**src/logic/redriver_cfg_pkg.sv**
```systemverilog
// constants, types and states for the redriver configuration-select block
//
// Behaviour
// - source-mode field 0h TMDS, 3h alternate source
// - source-mode register at 31h, reset 00h
// - mode strap F selects serial-bus configuration
// - mode strap 0, R or H selects pin-strap
// - snooping always active in pin-strap operation
// - swap strap low means no lane swap
// - linear strap 0 limited, otherwise linear
// - coupling strap low gives DC-coupled transmitter
// - two eq straps pick sixteen eq settings
// - floating pre-emphasis strap gives 0 dB
// - floating swing strap gives default swing
package redriver_cfg_pkg;

  // ----------------------------------------------------------------
  // register map
  // ----------------------------------------------------------------
  localparam logic [7:0] SRC_MODE_OFFSET = 8'h31;
  localparam logic [7:0] SRC_MODE_RESET = 8'h00;
  localparam logic [3:0] SRC_MODE_TMDS = 4'h0;
  localparam logic [3:0] SRC_MODE_ALT = 4'h3;
  localparam logic [7:0] UNMAPPED_READ = 8'h00;

  // ----------------------------------------------------------------
  // serial bus
  // ----------------------------------------------------------------
  // base device address is arbitrary; low two bits come from the shared strap
  localparam logic [4:0] DEV_ADDR_BASE = 5'h0B;
  localparam logic [3:0] BITS_PER_BYTE = 4'h8;

  // ----------------------------------------------------------------
  // strap levels and decoded codes
  // ----------------------------------------------------------------
  typedef enum logic [1:0] {
    LVL_LOW = 2'h0,
    LVL_RES = 2'h1,
    LVL_FLOAT = 2'h2,
    LVL_HIGH = 2'h3
  } strap_level_t;

  localparam logic [2:0] PREEMPH_DEFAULT = 3'h0;
  localparam logic [2:0] SWING_DEFAULT = 3'h3;

  typedef struct packed {
    strap_level_t mode;
    strap_level_t linear_sel;
    strap_level_t output_coupling;
    strap_level_t eq_upper;
    strap_level_t addr_eq_lower;
    strap_level_t tx_preemph;
    strap_level_t tx_swing;
  } straps_t;

  typedef struct packed {
    logic serial_cfg;
    logic fixed_eq;
    logic snoop_en;
    logic lane_swap;
    logic linear_en;
    logic dc_coupled;
    logic [3:0] eq_sel;
    logic [2:0] preemph;
    logic [2:0] swing;
    logic alt_source_en;
  } cfg_t;

  typedef enum {
    ST_IDLE,
    ST_ADDR,
    ST_PTR,
    ST_WR,
    ST_ACK,
    ST_RD,
    ST_MACK
  } bus_state_t;

endpackage

```
**src/logic/redriver_config_select.sv**
```systemverilog
// configuration select: strap decode, serial register slave, source-mode register
`timescale 1ns/10ps
module redriver_config_select (
  // clock and reset
  input wire logic i_clk,
  input wire logic i_nrst,
  // enable pin and straps
  input wire logic i_en,
  input wire redriver_cfg_pkg::straps_t i_straps,
  // serial configuration bus (open drain data)
  input wire logic i_scl,
  input wire logic i_sda,
  output logic o_sda_out,
  output logic o_sda_oe,
  // decoded configuration
  output redriver_cfg_pkg::cfg_t o_cfg,
  output logic [7:0] o_source_mode_select
);

  // ----------------------------------------------------------------
  // strap capture
  // ----------------------------------------------------------------
  logic en_q;
  logic strap_load;
  redriver_cfg_pkg::straps_t straps;
  logic data_swap_strap;

  // straps are caught on the enable rise, which the board holds off until
  // the rails are settled, so the resistor levels are valid by then
  assign strap_load = i_en & ~en_q;

  always_ff @(posedge i_clk or negedge i_nrst) begin
    if (!i_nrst) begin
      en_q <= 1'b0;
    end else begin
      en_q <= i_en;
    end
  end

  always_ff @(posedge i_clk or negedge i_nrst) begin
    if (!i_nrst) begin
      straps <= '0;
      data_swap_strap <= 1'b0;
    end else if (strap_load) begin
      straps <= i_straps;
      data_swap_strap <= i_sda;
    end
  end

  // ----------------------------------------------------------------
  // serial bus slave
  // ----------------------------------------------------------------
  redriver_cfg_pkg::bus_state_t state;
  redriver_cfg_pkg::bus_state_t after_ack;
  logic serial_cfg;
  logic scl_q;
  logic sda_q;
  logic scl_rise;
  logic scl_fall;
  logic bus_start;
  logic bus_stop;
  logic [3:0] bit_cnt;
  logic [7:0] shift;
  logic [7:0] tx;
  logic [7:0] ptr;
  logic mack_ok;
  logic [6:0] dev_addr;
  logic [7:0] source_mode_select;
  logic [7:0] rd_data;
  logic wr_en;

  assign serial_cfg = en_q && (straps.mode == redriver_cfg_pkg::LVL_FLOAT);
  assign dev_addr = {redriver_cfg_pkg::DEV_ADDR_BASE, straps.addr_eq_lower};
  assign scl_rise = i_scl & ~scl_q;
  assign scl_fall = ~i_scl & scl_q;
  assign bus_start = scl_q & i_scl & sda_q & ~i_sda;
  assign bus_stop = scl_q & i_scl & ~sda_q & i_sda;
  assign rd_data = (ptr == redriver_cfg_pkg::SRC_MODE_OFFSET) ? source_mode_select
                                                             : redriver_cfg_pkg::UNMAPPED_READ;
  assign wr_en = (state == redriver_cfg_pkg::ST_WR) && scl_fall
                 && (bit_cnt == redriver_cfg_pkg::BITS_PER_BYTE);

  always_ff @(posedge i_clk or negedge i_nrst) begin
    if (!i_nrst) begin
      scl_q <= 1'b1;
      sda_q <= 1'b1;
    end else begin
      scl_q <= i_scl;
      sda_q <= i_sda;
    end
  end

  always_ff @(posedge i_clk or negedge i_nrst) begin
    if (!i_nrst) begin
      state <= redriver_cfg_pkg::ST_IDLE;
      after_ack <= redriver_cfg_pkg::ST_IDLE;
      bit_cnt <= 4'h0;
      shift <= 8'h00;
      tx <= 8'h00;
      ptr <= 8'h00;
      mack_ok <= 1'b0;
    end else if (!serial_cfg || bus_stop) begin
      state <= redriver_cfg_pkg::ST_IDLE;
    end else if (bus_start) begin
      state <= redriver_cfg_pkg::ST_ADDR;
      bit_cnt <= 4'h0;
    end else begin
      case (state)
        redriver_cfg_pkg::ST_ADDR,
        redriver_cfg_pkg::ST_PTR,
        redriver_cfg_pkg::ST_WR: begin
          if (scl_rise) begin
            shift <= {shift[6:0], i_sda};
            bit_cnt <= bit_cnt + 4'h1;
          end else if (scl_fall && bit_cnt == redriver_cfg_pkg::BITS_PER_BYTE) begin
            bit_cnt <= 4'h0;
            if (state == redriver_cfg_pkg::ST_ADDR) begin
              if (shift[7:1] == dev_addr) begin
                state <= redriver_cfg_pkg::ST_ACK;
                after_ack <= shift[0] ? redriver_cfg_pkg::ST_RD : redriver_cfg_pkg::ST_PTR;
              end else begin
                state <= redriver_cfg_pkg::ST_IDLE;
              end
            end else if (state == redriver_cfg_pkg::ST_PTR) begin
              ptr <= shift;
              state <= redriver_cfg_pkg::ST_ACK;
              after_ack <= redriver_cfg_pkg::ST_WR;
            end else begin
              ptr <= ptr + 8'h01;
              state <= redriver_cfg_pkg::ST_ACK;
              after_ack <= redriver_cfg_pkg::ST_WR;
            end
          end
        end
        redriver_cfg_pkg::ST_ACK: begin
          if (scl_fall) begin
            state <= after_ack;
            tx <= rd_data;
          end
        end
        redriver_cfg_pkg::ST_RD: begin
          if (scl_fall) begin
            tx <= {tx[6:0], 1'b0};
            if (bit_cnt == redriver_cfg_pkg::BITS_PER_BYTE - 4'h1) begin
              bit_cnt <= 4'h0;
              ptr <= ptr + 8'h01;
              state <= redriver_cfg_pkg::ST_MACK;
            end else begin
              bit_cnt <= bit_cnt + 4'h1;
            end
          end
        end
        redriver_cfg_pkg::ST_MACK: begin
          if (scl_rise) begin
            mack_ok <= ~i_sda;
          end else if (scl_fall) begin
            // a not-acknowledge ends the read; the master then sends stop
            state <= mack_ok ? redriver_cfg_pkg::ST_RD : redriver_cfg_pkg::ST_IDLE;
            tx <= rd_data;
          end
        end
        default: begin
          state <= redriver_cfg_pkg::ST_IDLE;
        end
      endcase
    end
  end

  // open drain: only ever pulls low, the pull-up makes the high level
  always_ff @(posedge i_clk or negedge i_nrst) begin
    if (!i_nrst) begin
      o_sda_oe <= 1'b0;
    end else begin
      o_sda_oe <= serial_cfg && !bus_stop && !bus_start
                  && ((state == redriver_cfg_pkg::ST_ACK && !scl_fall)
                      || (state == redriver_cfg_pkg::ST_RD && !tx[7] && !scl_fall)
                      || (state == redriver_cfg_pkg::ST_ACK && scl_fall
                          && after_ack == redriver_cfg_pkg::ST_RD && !rd_data[7])
                      || (state == redriver_cfg_pkg::ST_RD && scl_fall
                          && bit_cnt != redriver_cfg_pkg::BITS_PER_BYTE - 4'h1 && !tx[6])
                      || (state == redriver_cfg_pkg::ST_MACK && scl_fall && mack_ok
                          && !rd_data[7])
                      || (wr_en || (scl_fall && bit_cnt == redriver_cfg_pkg::BITS_PER_BYTE
                          && (state == redriver_cfg_pkg::ST_PTR
                              || (state == redriver_cfg_pkg::ST_ADDR
                                  && shift[7:1] == dev_addr)))));
    end
  end

  assign o_sda_out = 1'b0;

  // ----------------------------------------------------------------
  // source-mode register
  // ----------------------------------------------------------------
  // software is expected to set linear operation alongside the alternate mode;
  // the device does not force it
  always_ff @(posedge i_clk or negedge i_nrst) begin
    if (!i_nrst) begin
      source_mode_select <= redriver_cfg_pkg::SRC_MODE_RESET;
    end else if (wr_en && ptr == redriver_cfg_pkg::SRC_MODE_OFFSET) begin
      source_mode_select <= shift;
    end
  end

  assign o_source_mode_select = source_mode_select;

  // ----------------------------------------------------------------
  // configuration decode
  // ----------------------------------------------------------------
  redriver_cfg_pkg::cfg_t next_cfg;

  always_comb begin
    next_cfg = '0;
    next_cfg.serial_cfg = serial_cfg;
    next_cfg.fixed_eq = !serial_cfg && (straps.mode == redriver_cfg_pkg::LVL_LOW);
    next_cfg.snoop_en = !serial_cfg;
    next_cfg.lane_swap = !serial_cfg && data_swap_strap;
    next_cfg.linear_en = (straps.linear_sel != redriver_cfg_pkg::LVL_LOW);
    next_cfg.dc_coupled = (straps.output_coupling == redriver_cfg_pkg::LVL_LOW);
    next_cfg.eq_sel = {straps.eq_upper, straps.addr_eq_lower};
    case (straps.tx_preemph)
      redriver_cfg_pkg::LVL_LOW: next_cfg.preemph = 3'h1;
      redriver_cfg_pkg::LVL_RES: next_cfg.preemph = 3'h2;
      redriver_cfg_pkg::LVL_HIGH: next_cfg.preemph = 3'h4;
      default: next_cfg.preemph = redriver_cfg_pkg::PREEMPH_DEFAULT;
    endcase
    case (straps.tx_swing)
      redriver_cfg_pkg::LVL_LOW: next_cfg.swing = 3'h0;
      redriver_cfg_pkg::LVL_RES: next_cfg.swing = 3'h1;
      redriver_cfg_pkg::LVL_HIGH: next_cfg.swing = 3'h5;
      default: next_cfg.swing = redriver_cfg_pkg::SWING_DEFAULT;
    endcase
    // only a low nibble of 3h turns the alternate mode on; 0h and all other low-nibble codes leave it off
    next_cfg.alt_source_en =
        (source_mode_select[3:0] == redriver_cfg_pkg::SRC_MODE_ALT);
  end

  always_ff @(posedge i_clk or negedge i_nrst) begin
    if (!i_nrst) begin
      o_cfg <= '0;
    end else begin
      o_cfg <= next_cfg;
    end
  end

endmodule

```
**config.mk**
```make
export PLATFORM = sky130hd
export DESIGN_NAME = redriver_config_select
export DESIGN_NICKNAME = d
export VERILOG_FILES = /design/src/logic/redriver_cfg_pkg.sv /design/src/logic/redriver_config_select.sv
export SDC_FILE = /design/constraint.sdc
export NUM_CORES = 1
export LEC_CHECK = 0
export BUFFER_PORTS_ARGS = -buffer_cell sky130_fd_sc_hd__buf_2
export CAP_MARGIN = 20
export CORE_AREA = 5 5 123 125
export CTS_CLUSTER_SIZE = 10
export DETAILED_ROUTE_END_ITERATION = 8
export DIE_AREA = 0 0 128 130
export SYNTH_ARGS = -nofsm -noshare
export SYNTH_HDL_FRONTEND = slang
export SYNTH_SLANG_ARGS = --single-unit
export TNS_END_PERCENT = 10
```
**constraint.sdc**
```tcl
create_clock -name i_clk -period 3.8 [get_ports i_clk]
set_clock_uncertainty 0.15 [all_clocks]
set_input_delay 0.76 -clock i_clk [delete_from_list [all_inputs] [get_ports i_clk]]
set_output_delay 0.76 -clock i_clk [all_outputs]
set_load 0.1 [all_outputs]
```
Word-level counts from Yosys, hierarchy flattened
Index checks and enable logic that the tools add are counted.

Equal/unequal tests: 40. Bitwise operators: 16. Multiplexer cells: 36. Reductions and logical operators: 55. $add $sub $neg: 2.

Operator list (number): 32-bit two-way mux (12); 32-bit by 3-bit == test with 1-bit output (second input constant) (5); 32-bit by 4-bit == test with 1-bit output (second input constant) (4); 32-bit one-hot mux with 4 select lines (1); 32-bit by 2-bit == test with 1-bit output (second input constant) (3); 8-bit two-way mux (10); 32-bit by 1-bit == test with 1-bit output (second input constant) (1); 4-bit != test (second input constant) (8); 1-bit logical AND (24); 8-bit one-hot mux with 3 select lines (1); 4-bit two-way mux (5); 3-bit one-hot mux with 3 select lines (2); 8-bit one-hot mux with 2 select lines (1); 2-bit != test (second input constant) (6); 4-bit AND reduction (3); 3-bit two-way mux (3); 8-bit by 1-bit adder with 8-bit output (second input constant) (1); 1-bit bitwise AND (8); 8-bit by 6-bit == test with 1-bit output (second input constant) (1); 2-bit logical NOT (4); 1-bit logical OR (8); 1-bit NOT (8); 4-bit one-hot mux with 2 select lines (1); 8-bit AND reduction (1); other kinds (17) (28).

Output and inout port bits: 27. Input port bits: 19. Word-level logic and storage cells: 179. Register bits after elaboration: 137.

Longest topological paths before layout
Gate-level depths: netlist (run 1).

Depth in word-level cells: 10. Mapped depth: 8. Depth with buffers taken out: 7.

Worst setup path after synthesis (run 1)
Ideal clock, no wire load.

Path type: input to register. Start: input i_scl. End: register ptr[5]. Data arrival time: 2.115 ns. Stages: 6. Buffers on the path: 1. Data required time: 3.573 ns. Path slack: 1.457 ns. Library setup time: 0.077 ns. Cells stage by stage: and2b_4 nand3_1 a2111oi_4 buf_2 a21oi_1 a21oi_1.

Cells in the longest elaborated chain, start to end: 6. Elaborated cells between the ends (all ways): 16. Those cells by class: eq/ne (3); bitwise (10); reduce/logical (3).

Ends and longest elaborated chain: from (decl) (line redriver_config_select.sv:11) `input wire logic i_scl,`; 1-bit bitwise AND (line redriver_config_select.sv:76, redriver_config_select.sv:77); 1-bit bitwise AND (2 in series) (line redriver_config_select.sv:77) `assign bus_stop = scl_q & i_scl & ~sda_q & i_sda;`; 1-bit logical OR (line redriver_config_select.sv:102) `end else if (!serial_cfg || bus_stop) begin`; 1-bit NOT (no source line); 8-bit AND reduction (no source line) (*); to (signal assigned) (line redriver_config_select.sv:125) `ptr <= shift;`; to (signal assigned) (line redriver_config_select.sv:129) `ptr <= ptr + 8'h01;`; to (signal assigned) (line redriver_config_select.sv:146) `ptr <= ptr + 8'h01;`; to (decl) (line redriver_config_select.sv:65) `logic [7:0] ptr;`.

Every way passes the cells marked *; elsewhere a longest branch is shown, timed or not. A chain may end at the register's enable or synchronous reset.

Worst setup path after layout (run 1)
Start: register state[1]. End: register ptr[0].

Cells in the longest elaborated chain, start to end: 6. Elaborated cells between the ends (all ways): 19. Those cells by class: eq/ne (11); mux (5); reduce/logical (3).

Ends and longest elaborated chain: from (decl) (line redriver_config_select.sv:53) `redriver_cfg_pkg::bus_state_t state;`; from (signal assigned) (line redriver_config_select.sv:95) `state <= redriver_cfg_pkg::ST_IDLE;`; from (signal assigned) (line redriver_config_select.sv:103) `state <= redriver_cfg_pkg::ST_IDLE;`; from (signal assigned) (line redriver_config_select.sv:105) `state <= redriver_cfg_pkg::ST_ADDR;`; 32-bit by 3-bit == test with 1-bit output (line redriver_config_select.sv:124) `end else if (state == redriver_cfg_pkg::ST_PTR) begin`; 8-bit two-way mux (line redriver_config_select.sv:124); 8-bit two-way mux (line redriver_config_select.sv:117) `if (state == redriver_cfg_pkg::ST_ADDR) begin`; 8-bit two-way mux (line redriver_config_select.sv:115) `end else if (scl_fall && bit_cnt == redriver_cfg_pkg::BITS_PER_BYTE) begin`; 8-bit two-way mux (line redriver_config_select.sv:112) `if (scl_rise) begin`; 8-bit one-hot mux with 2 select lines (line redriver_config_select.sv:108) `case (state)`.

Parallel ways exist; a longest one is shown, timed or not. The select of a mux whose other input is x is not followed.

==> results.cfg, run 1 <==
[status]
status = complete, no violations

[setup_path]
regToRegEndpoint = ptr[0]
reg2reg_from = state[1]
worstPathMaxFanout = 16
arrival_ns = 2.80
critical_path_required_ns = 3.90
end_kind = flop
r2r_cells = 5
reg2reg_slack_ns = 1.10
worst-setup-path-type = reg -> reg
crit_path_start_kind = flop

[synth]
synth_nets = 331
yosys_warnings = 0
synth_ff_type = dfrtp_1
synthArstFlopShare = 1.00
synth_cell_types = 54
synth_edf_count = 0
syn_area_mm2 = 0.00354
synthCells = 308
yosysSeqAreaShare = 0.559
avgSynthCellArea_um2 = 11.5
synth-seq-cells = 79

[placement]
dpl_cell_area_mm2 = 0.00394
dp_hpwl_um = 5190
place_congestion = 0.866
dp.cells = 521
portBuffers = 44

[clocking]
cts_buffer_depth = 2
cts.sinks = 79
cts_buffers = 9
cts-root-buf = clkbuf_16
cts_hold_buf = 0
htreeDepth = 3
clkTransAtPathRegs_ns = 0.06
cts_resized = 0
cts_setup_buffers = 0
worst_skew_pair.late_latency_ns = 0.33
cts_tree = done

[routing]
vias = 2536
avgViaCountPerCell = 4.72
drt_wl_total_um = 7350
avgRoutedWirePerCell_um = 13.7
drc = 0
drt_iter0_markers = 167
drt_pass1_iterations = 4
ant_nets = 0

[power_and_ir_drop]
leakage_nw = 1.93
powerDensity_mw_per_mm2 = 491
finalPower_mw = 2.09
vdd_ir_drop_max_uv = 268

[timing]
setup_viol = 0
max-slew-margin-rel = 0.439
post-route-period-util = 0.710
drv_slew = 0
worstMarginPinSlew_ns = 0.841
hold_viol = 0
fin_crit_ns = 2.70
fmax_mhz = 371
tns_ns = 0
grt_setup_unrepaired = no

[die]
die_width_um = 128
die_h_um = 130
fp.coreArea_mm2 = 0.0138
row_count = 43
start_util = 0.257
die_area_mm2 = 0.0166
io_pins = 46

[hold_path]
hold_class = in -> async

[global_routing]
grt_max_degree = 80
grtUsageTotal = 0.0923
antenna_found_initial = 0
grt_pass1_wl_um = 12300
grt_overflow = 0
grt_pass1_vias = 2552

[cells_and_area]
mostFrequentLayoutCell = dfrtp_1
layout_common_cells = dfrtp_1, buf_2, mux2_2, nand2_1, o21ai_0
nets = 376
final_cells = 537
final_layout_size_suffix_gt1_frac = 0.300
syn_to_final_growth_pct = 20.4
antenna-diode-count = 0
finalInstanceArea_mm2 = 0.00426

[flow_run]
max-cap-violations = 0
logic make-up (layout without fill, tap and decap cells):
| family | count (synthesis) | in the layout | synth area share |
|---|---|---|---|
| flops | 79 | 79 | 0.559 |
| simple gates | 90 | 90 | 0.138 |
| xor+xnor | 3 | 3 | 0.00742 |
| mux | 37 | 37 | 0.116 |
| other cells | 1 | 1 | 0.00106 |
| buf+inv | 22 | 71 | 0.0279 |
| compound gates | 72 | 72 | 0.136 |
| fa+ha+maj | 4 | 4 | 0.0141 |
worst max-delay path: stages, from the launching register on:
cell and delay [ns]:
dfrtp_1 0.54, and3b_1 0.54, a22oi_1 0.21, a2111oi_4 0.82, o21ai_0 0.20, mux2i_1 0.17
cell usage after synthesis (2+ instances only):
library cell,number,area share
o21ai_0,19,0.027
ha_1,4,0.014
a221oi_1,3,0.0074
nor4_1,2,0.0035
a21o_1,2,0.0042
or2_2,3,0.0053
nor2b_1,5,0.0088
and2b_2,2,0.0049
a22oi_1,8,0.017
mux2_2,33,0.10
clkbuf_1,8,0.0085
nor3_1,4,0.0057
o21a_1,4,0.0085
buf_2,2,0.0028
nand2b_1,8,0.014
dfrtp_1,77,0.54
o22ai_1,4,0.0071
a21oi_1,16,0.023
nor2_1,10,0.011
nand4_1,4,0.0071
xnor2_1,3,0.0074
mux2i_1,4,0.011
and2_1,3,0.0053
nand3b_1,2,0.0042
nand3_1,7,0.0099
a211o_1,2,0.0049
o211ai_1,2,0.0042
dfstp_2,2,0.015
inv_1,10,0.011
nand2_1,31,0.033
layer usage:
metal / track usage / part of all wire / routed length [µm] / vias to the layer above
met5: 0 / 0 / 0 / -
met4: 0.0293 / 0.011 / 79 / 0
met3: 0.0323 / 0.059 / 436 / 9
met2: 0.146 / 0.47 / 3440 / 84
met1: 0.119 / 0.46 / 3400 / 1246
li1: - / - / - / 1197
where the power goes:
part | total (mW) | switching (mW) | leakage (nW) | internal [mW]
logic | 0.317 | 0.249 | 0.775 | 0.0679
registers | 0.920 | 0.0245 | 1.01 | 0.895
clock network | 0.855 | 0.316 | 0.145 | 0.539
total | 2.09 | 0.590 | 1.93 | 1.50
per-stage QoR:
step                hold WS [ns]  utilization  setup WS (ns)
detailed placement         0.223        0.286          0.890
CTS                        0.233        0.307           1.13
finish                     0.123        0.309           1.10
floorplan                  0.200            -           1.46
global route               0.120        0.309          0.905
global placement           0.223        0.286          0.988
state kept, by name, summed over array words and instances, names as in the netlist:
signal and cells:
shift 8, scl_q 1, straps 10, next_cfg 2
o_sda_oe 1, state 3, sda_q 1, o_cfg 17
o_source_mode_select 8, ptr 8, tx 8, bit_cnt 4
after_ack 3, mack_ok 1, dev_addr 2, data_swap_strap 1
en_q 1
worst max-delay path by stage:
stage | from | endpoint | slack, ns | cells past startpoint
final | state[1] | ptr[0] | 1.10 | 5
after global placement | i_scl | ptr[0] | 0.99 | 6
after CTS | state[1] | ptr[0] | 1.13 | 5
after detailed placement | i_scl | ptr[0] | 0.89 | 6
after floorplan | i_scl | ptr[5] | 1.46 | 6
after global routing | state[1] | ptr[0] | 0.90 | 5
layout make-up:
type	count	area, µm²
well taps	180	225
flip-flops and latches	79	1980
clock buffers	12	256
repair buffers	46	258
inverters	10	37.5
multi-input cells	207	1460
clock inverters	3	42.5
fillers	1454	9510
Power figures use the tool's default switching activity.
==> run 2, diff against run 1 <==
- clock period: 3.8 -> 2.8 ns (I/O delays scaled with it)
==> results.cfg, run 2 (synthesized netlist as in run 1, its figures left out) <==
[power_and_ir_drop]
powerDensity_mw_per_mm2 = 655
finalPower_mw = 2.80
vdd_ir_drop_max_uv = 271
leakage_nw = 1.94

[clocking]
cts.sinks = 79
cts_buffer_depth = 2
worst_skew_pair.late_latency_ns = 0.33
cts_tree = done
htreeDepth = 3
cts_hold_buf = 0
clkTransAtPathRegs_ns = 0.06
cts_setup_buffers = 0
cts_buffers = 9
cts-root-buf = clkbuf_16
cts_resized = 0

[setup_path]
crit_path_start_kind = flop
critical_path_required_ns = 2.87
arrival_ns = 2.57
slowest_stage = or4b_1
worstPathMaxFanout = 9
cp_top_family = simple AND/OR/NAND/NOR gates
worst-setup-path-type = reg -> reg
critical-path-max-stage-delay_ns = 0.43
end_kind = flop
path_cells = inv_1 -> ha_1 -> or4b_1 -> or3_4 -> nor3_4 -> mux2_2
path_buf_inv = 1

[cells_and_area]
final_layout_size_suffix_gt1_frac = 0.307
largest_register = o_cfg
fill_cells = 1441
nets = 381
largest_reg_flops = 17
final_cells = 542
antenna-diode-count = 0
mostFrequentLayoutCell = dfrtp_1
syn_to_final_growth_pct = 20.7
reg.largest.list = o_cfg x17, straps x10
layout_common_cells = dfrtp_1, buf_2, mux2_2, nand2_1, o21ai_0

[timing]
fin_crit_ns = 2.50
fmax_mhz = 399
tns_ns = 0
fin_ws_ns = 0.296
drv_slew = 0
max-slew-margin-rel = 0.541
grt_setup_unrepaired = no
hold_viol = 0
post-route-period-util = 0.894
worstMarginPinSlew_ns = 0.683
setup_viol = 0

[global_routing]
grt_pass1_wl_um = 12700
antenna_found_initial = 0
grt_overflow = 0
grt_max_degree = 44
grt_pass1_vias = 2556
grtUsageTotal = 0.0955

[placement]
pre_cts_ws_ns = 0.325
portBuffers = 44
place_congestion = 0.859
dp_hpwl_um = 5410
dp.cells = 527

[flow_run]
max-cap-violations = 0

[die]
fp.coreArea_mm2 = 0.0138
die_h_um = 130
die_area_mm2 = 0.0166
start_util = 0.257
row_count = 43
die_width_um = 128
io_pins = 46

[routing]
ant_nets = 0
drt_wl_total_um = 7530
avgViaCountPerCell = 4.69
drt_iter0_markers = 136
drt_pass1_iterations = 4
vias = 2544
drc = 0
avgRoutedWirePerCell_um = 13.9

[hold_path]
hold_class = in -> async

[status]
status = complete, no violations
-- run 2: cell types whose count changed in the layout (fill, tap and decap cells not counted), sizes merged --
cell and change:
clkinv +1, clkbuf -1, buf +5
-- run 2: final timing paths --
path | start | to | slack [ns] | cells after the start
max reg2reg | ptr[1] | o_source_mode_select[4] | 0.30 | 6
min | i_nrst | bit_cnt[2] | 0.07 | 1
min in group i_clk | i_en | en_q | 0.20 | 1
max | ptr[1] | o_source_mode_select[4] | 0.30 | 6
min reg2reg | next_cfg[10] | o_cfg[10] | 0.23 | 0
max in group asynchronous | i_nrst | straps[8] | 1.82 | 2
-- run 2: area by class of cell --
| class | count | area (µm²) | area share |
|---|---|---|---|
| well taps | 180 | 225 | 0.0527 |
| multi-input cells | 207 | 1460 | 0.342 |
| clock buffers | 11 | 233 | 0.0545 |
| repair buffers | 51 | 288 | 0.0673 |
| flip-flops and latches | 79 | 1980 | 0.463 |
| clock inverters | 4 | 47.5 | 0.0111 |
| inverters | 10 | 37.5 | 0.00878 |
-- run 2: report_power, final --
group          total, mW  leakage, nW  switching, mW  internal, mW
registers           1.25         1.01         0.0361          1.21
clock network       1.12        0.135          0.435         0.682
logic              0.429        0.799          0.337        0.0917
-- run 2: through the flow --
stage | instance area, µm² | hold slack [ns] | utilization
finish | 4270 | 0.0714 | 0.310
floorplan | 3540 | 0.114 | -
CTS | 4270 | 0.0978 | 0.310
global route | 4270 | 0.122 | 0.310
detailed placement | 3990 | 0.216 | 0.290
global placement | 3990 | 0.218 | 0.290
-- run 2: metal layers --
metal	track usage	routed length, µm	share of wire
met1	0.129	3500	0.46
met2	0.146	3510	0.47
met3	0.0319	445	0.059
met4	0.0300	81	0.011
met5	0	0	0
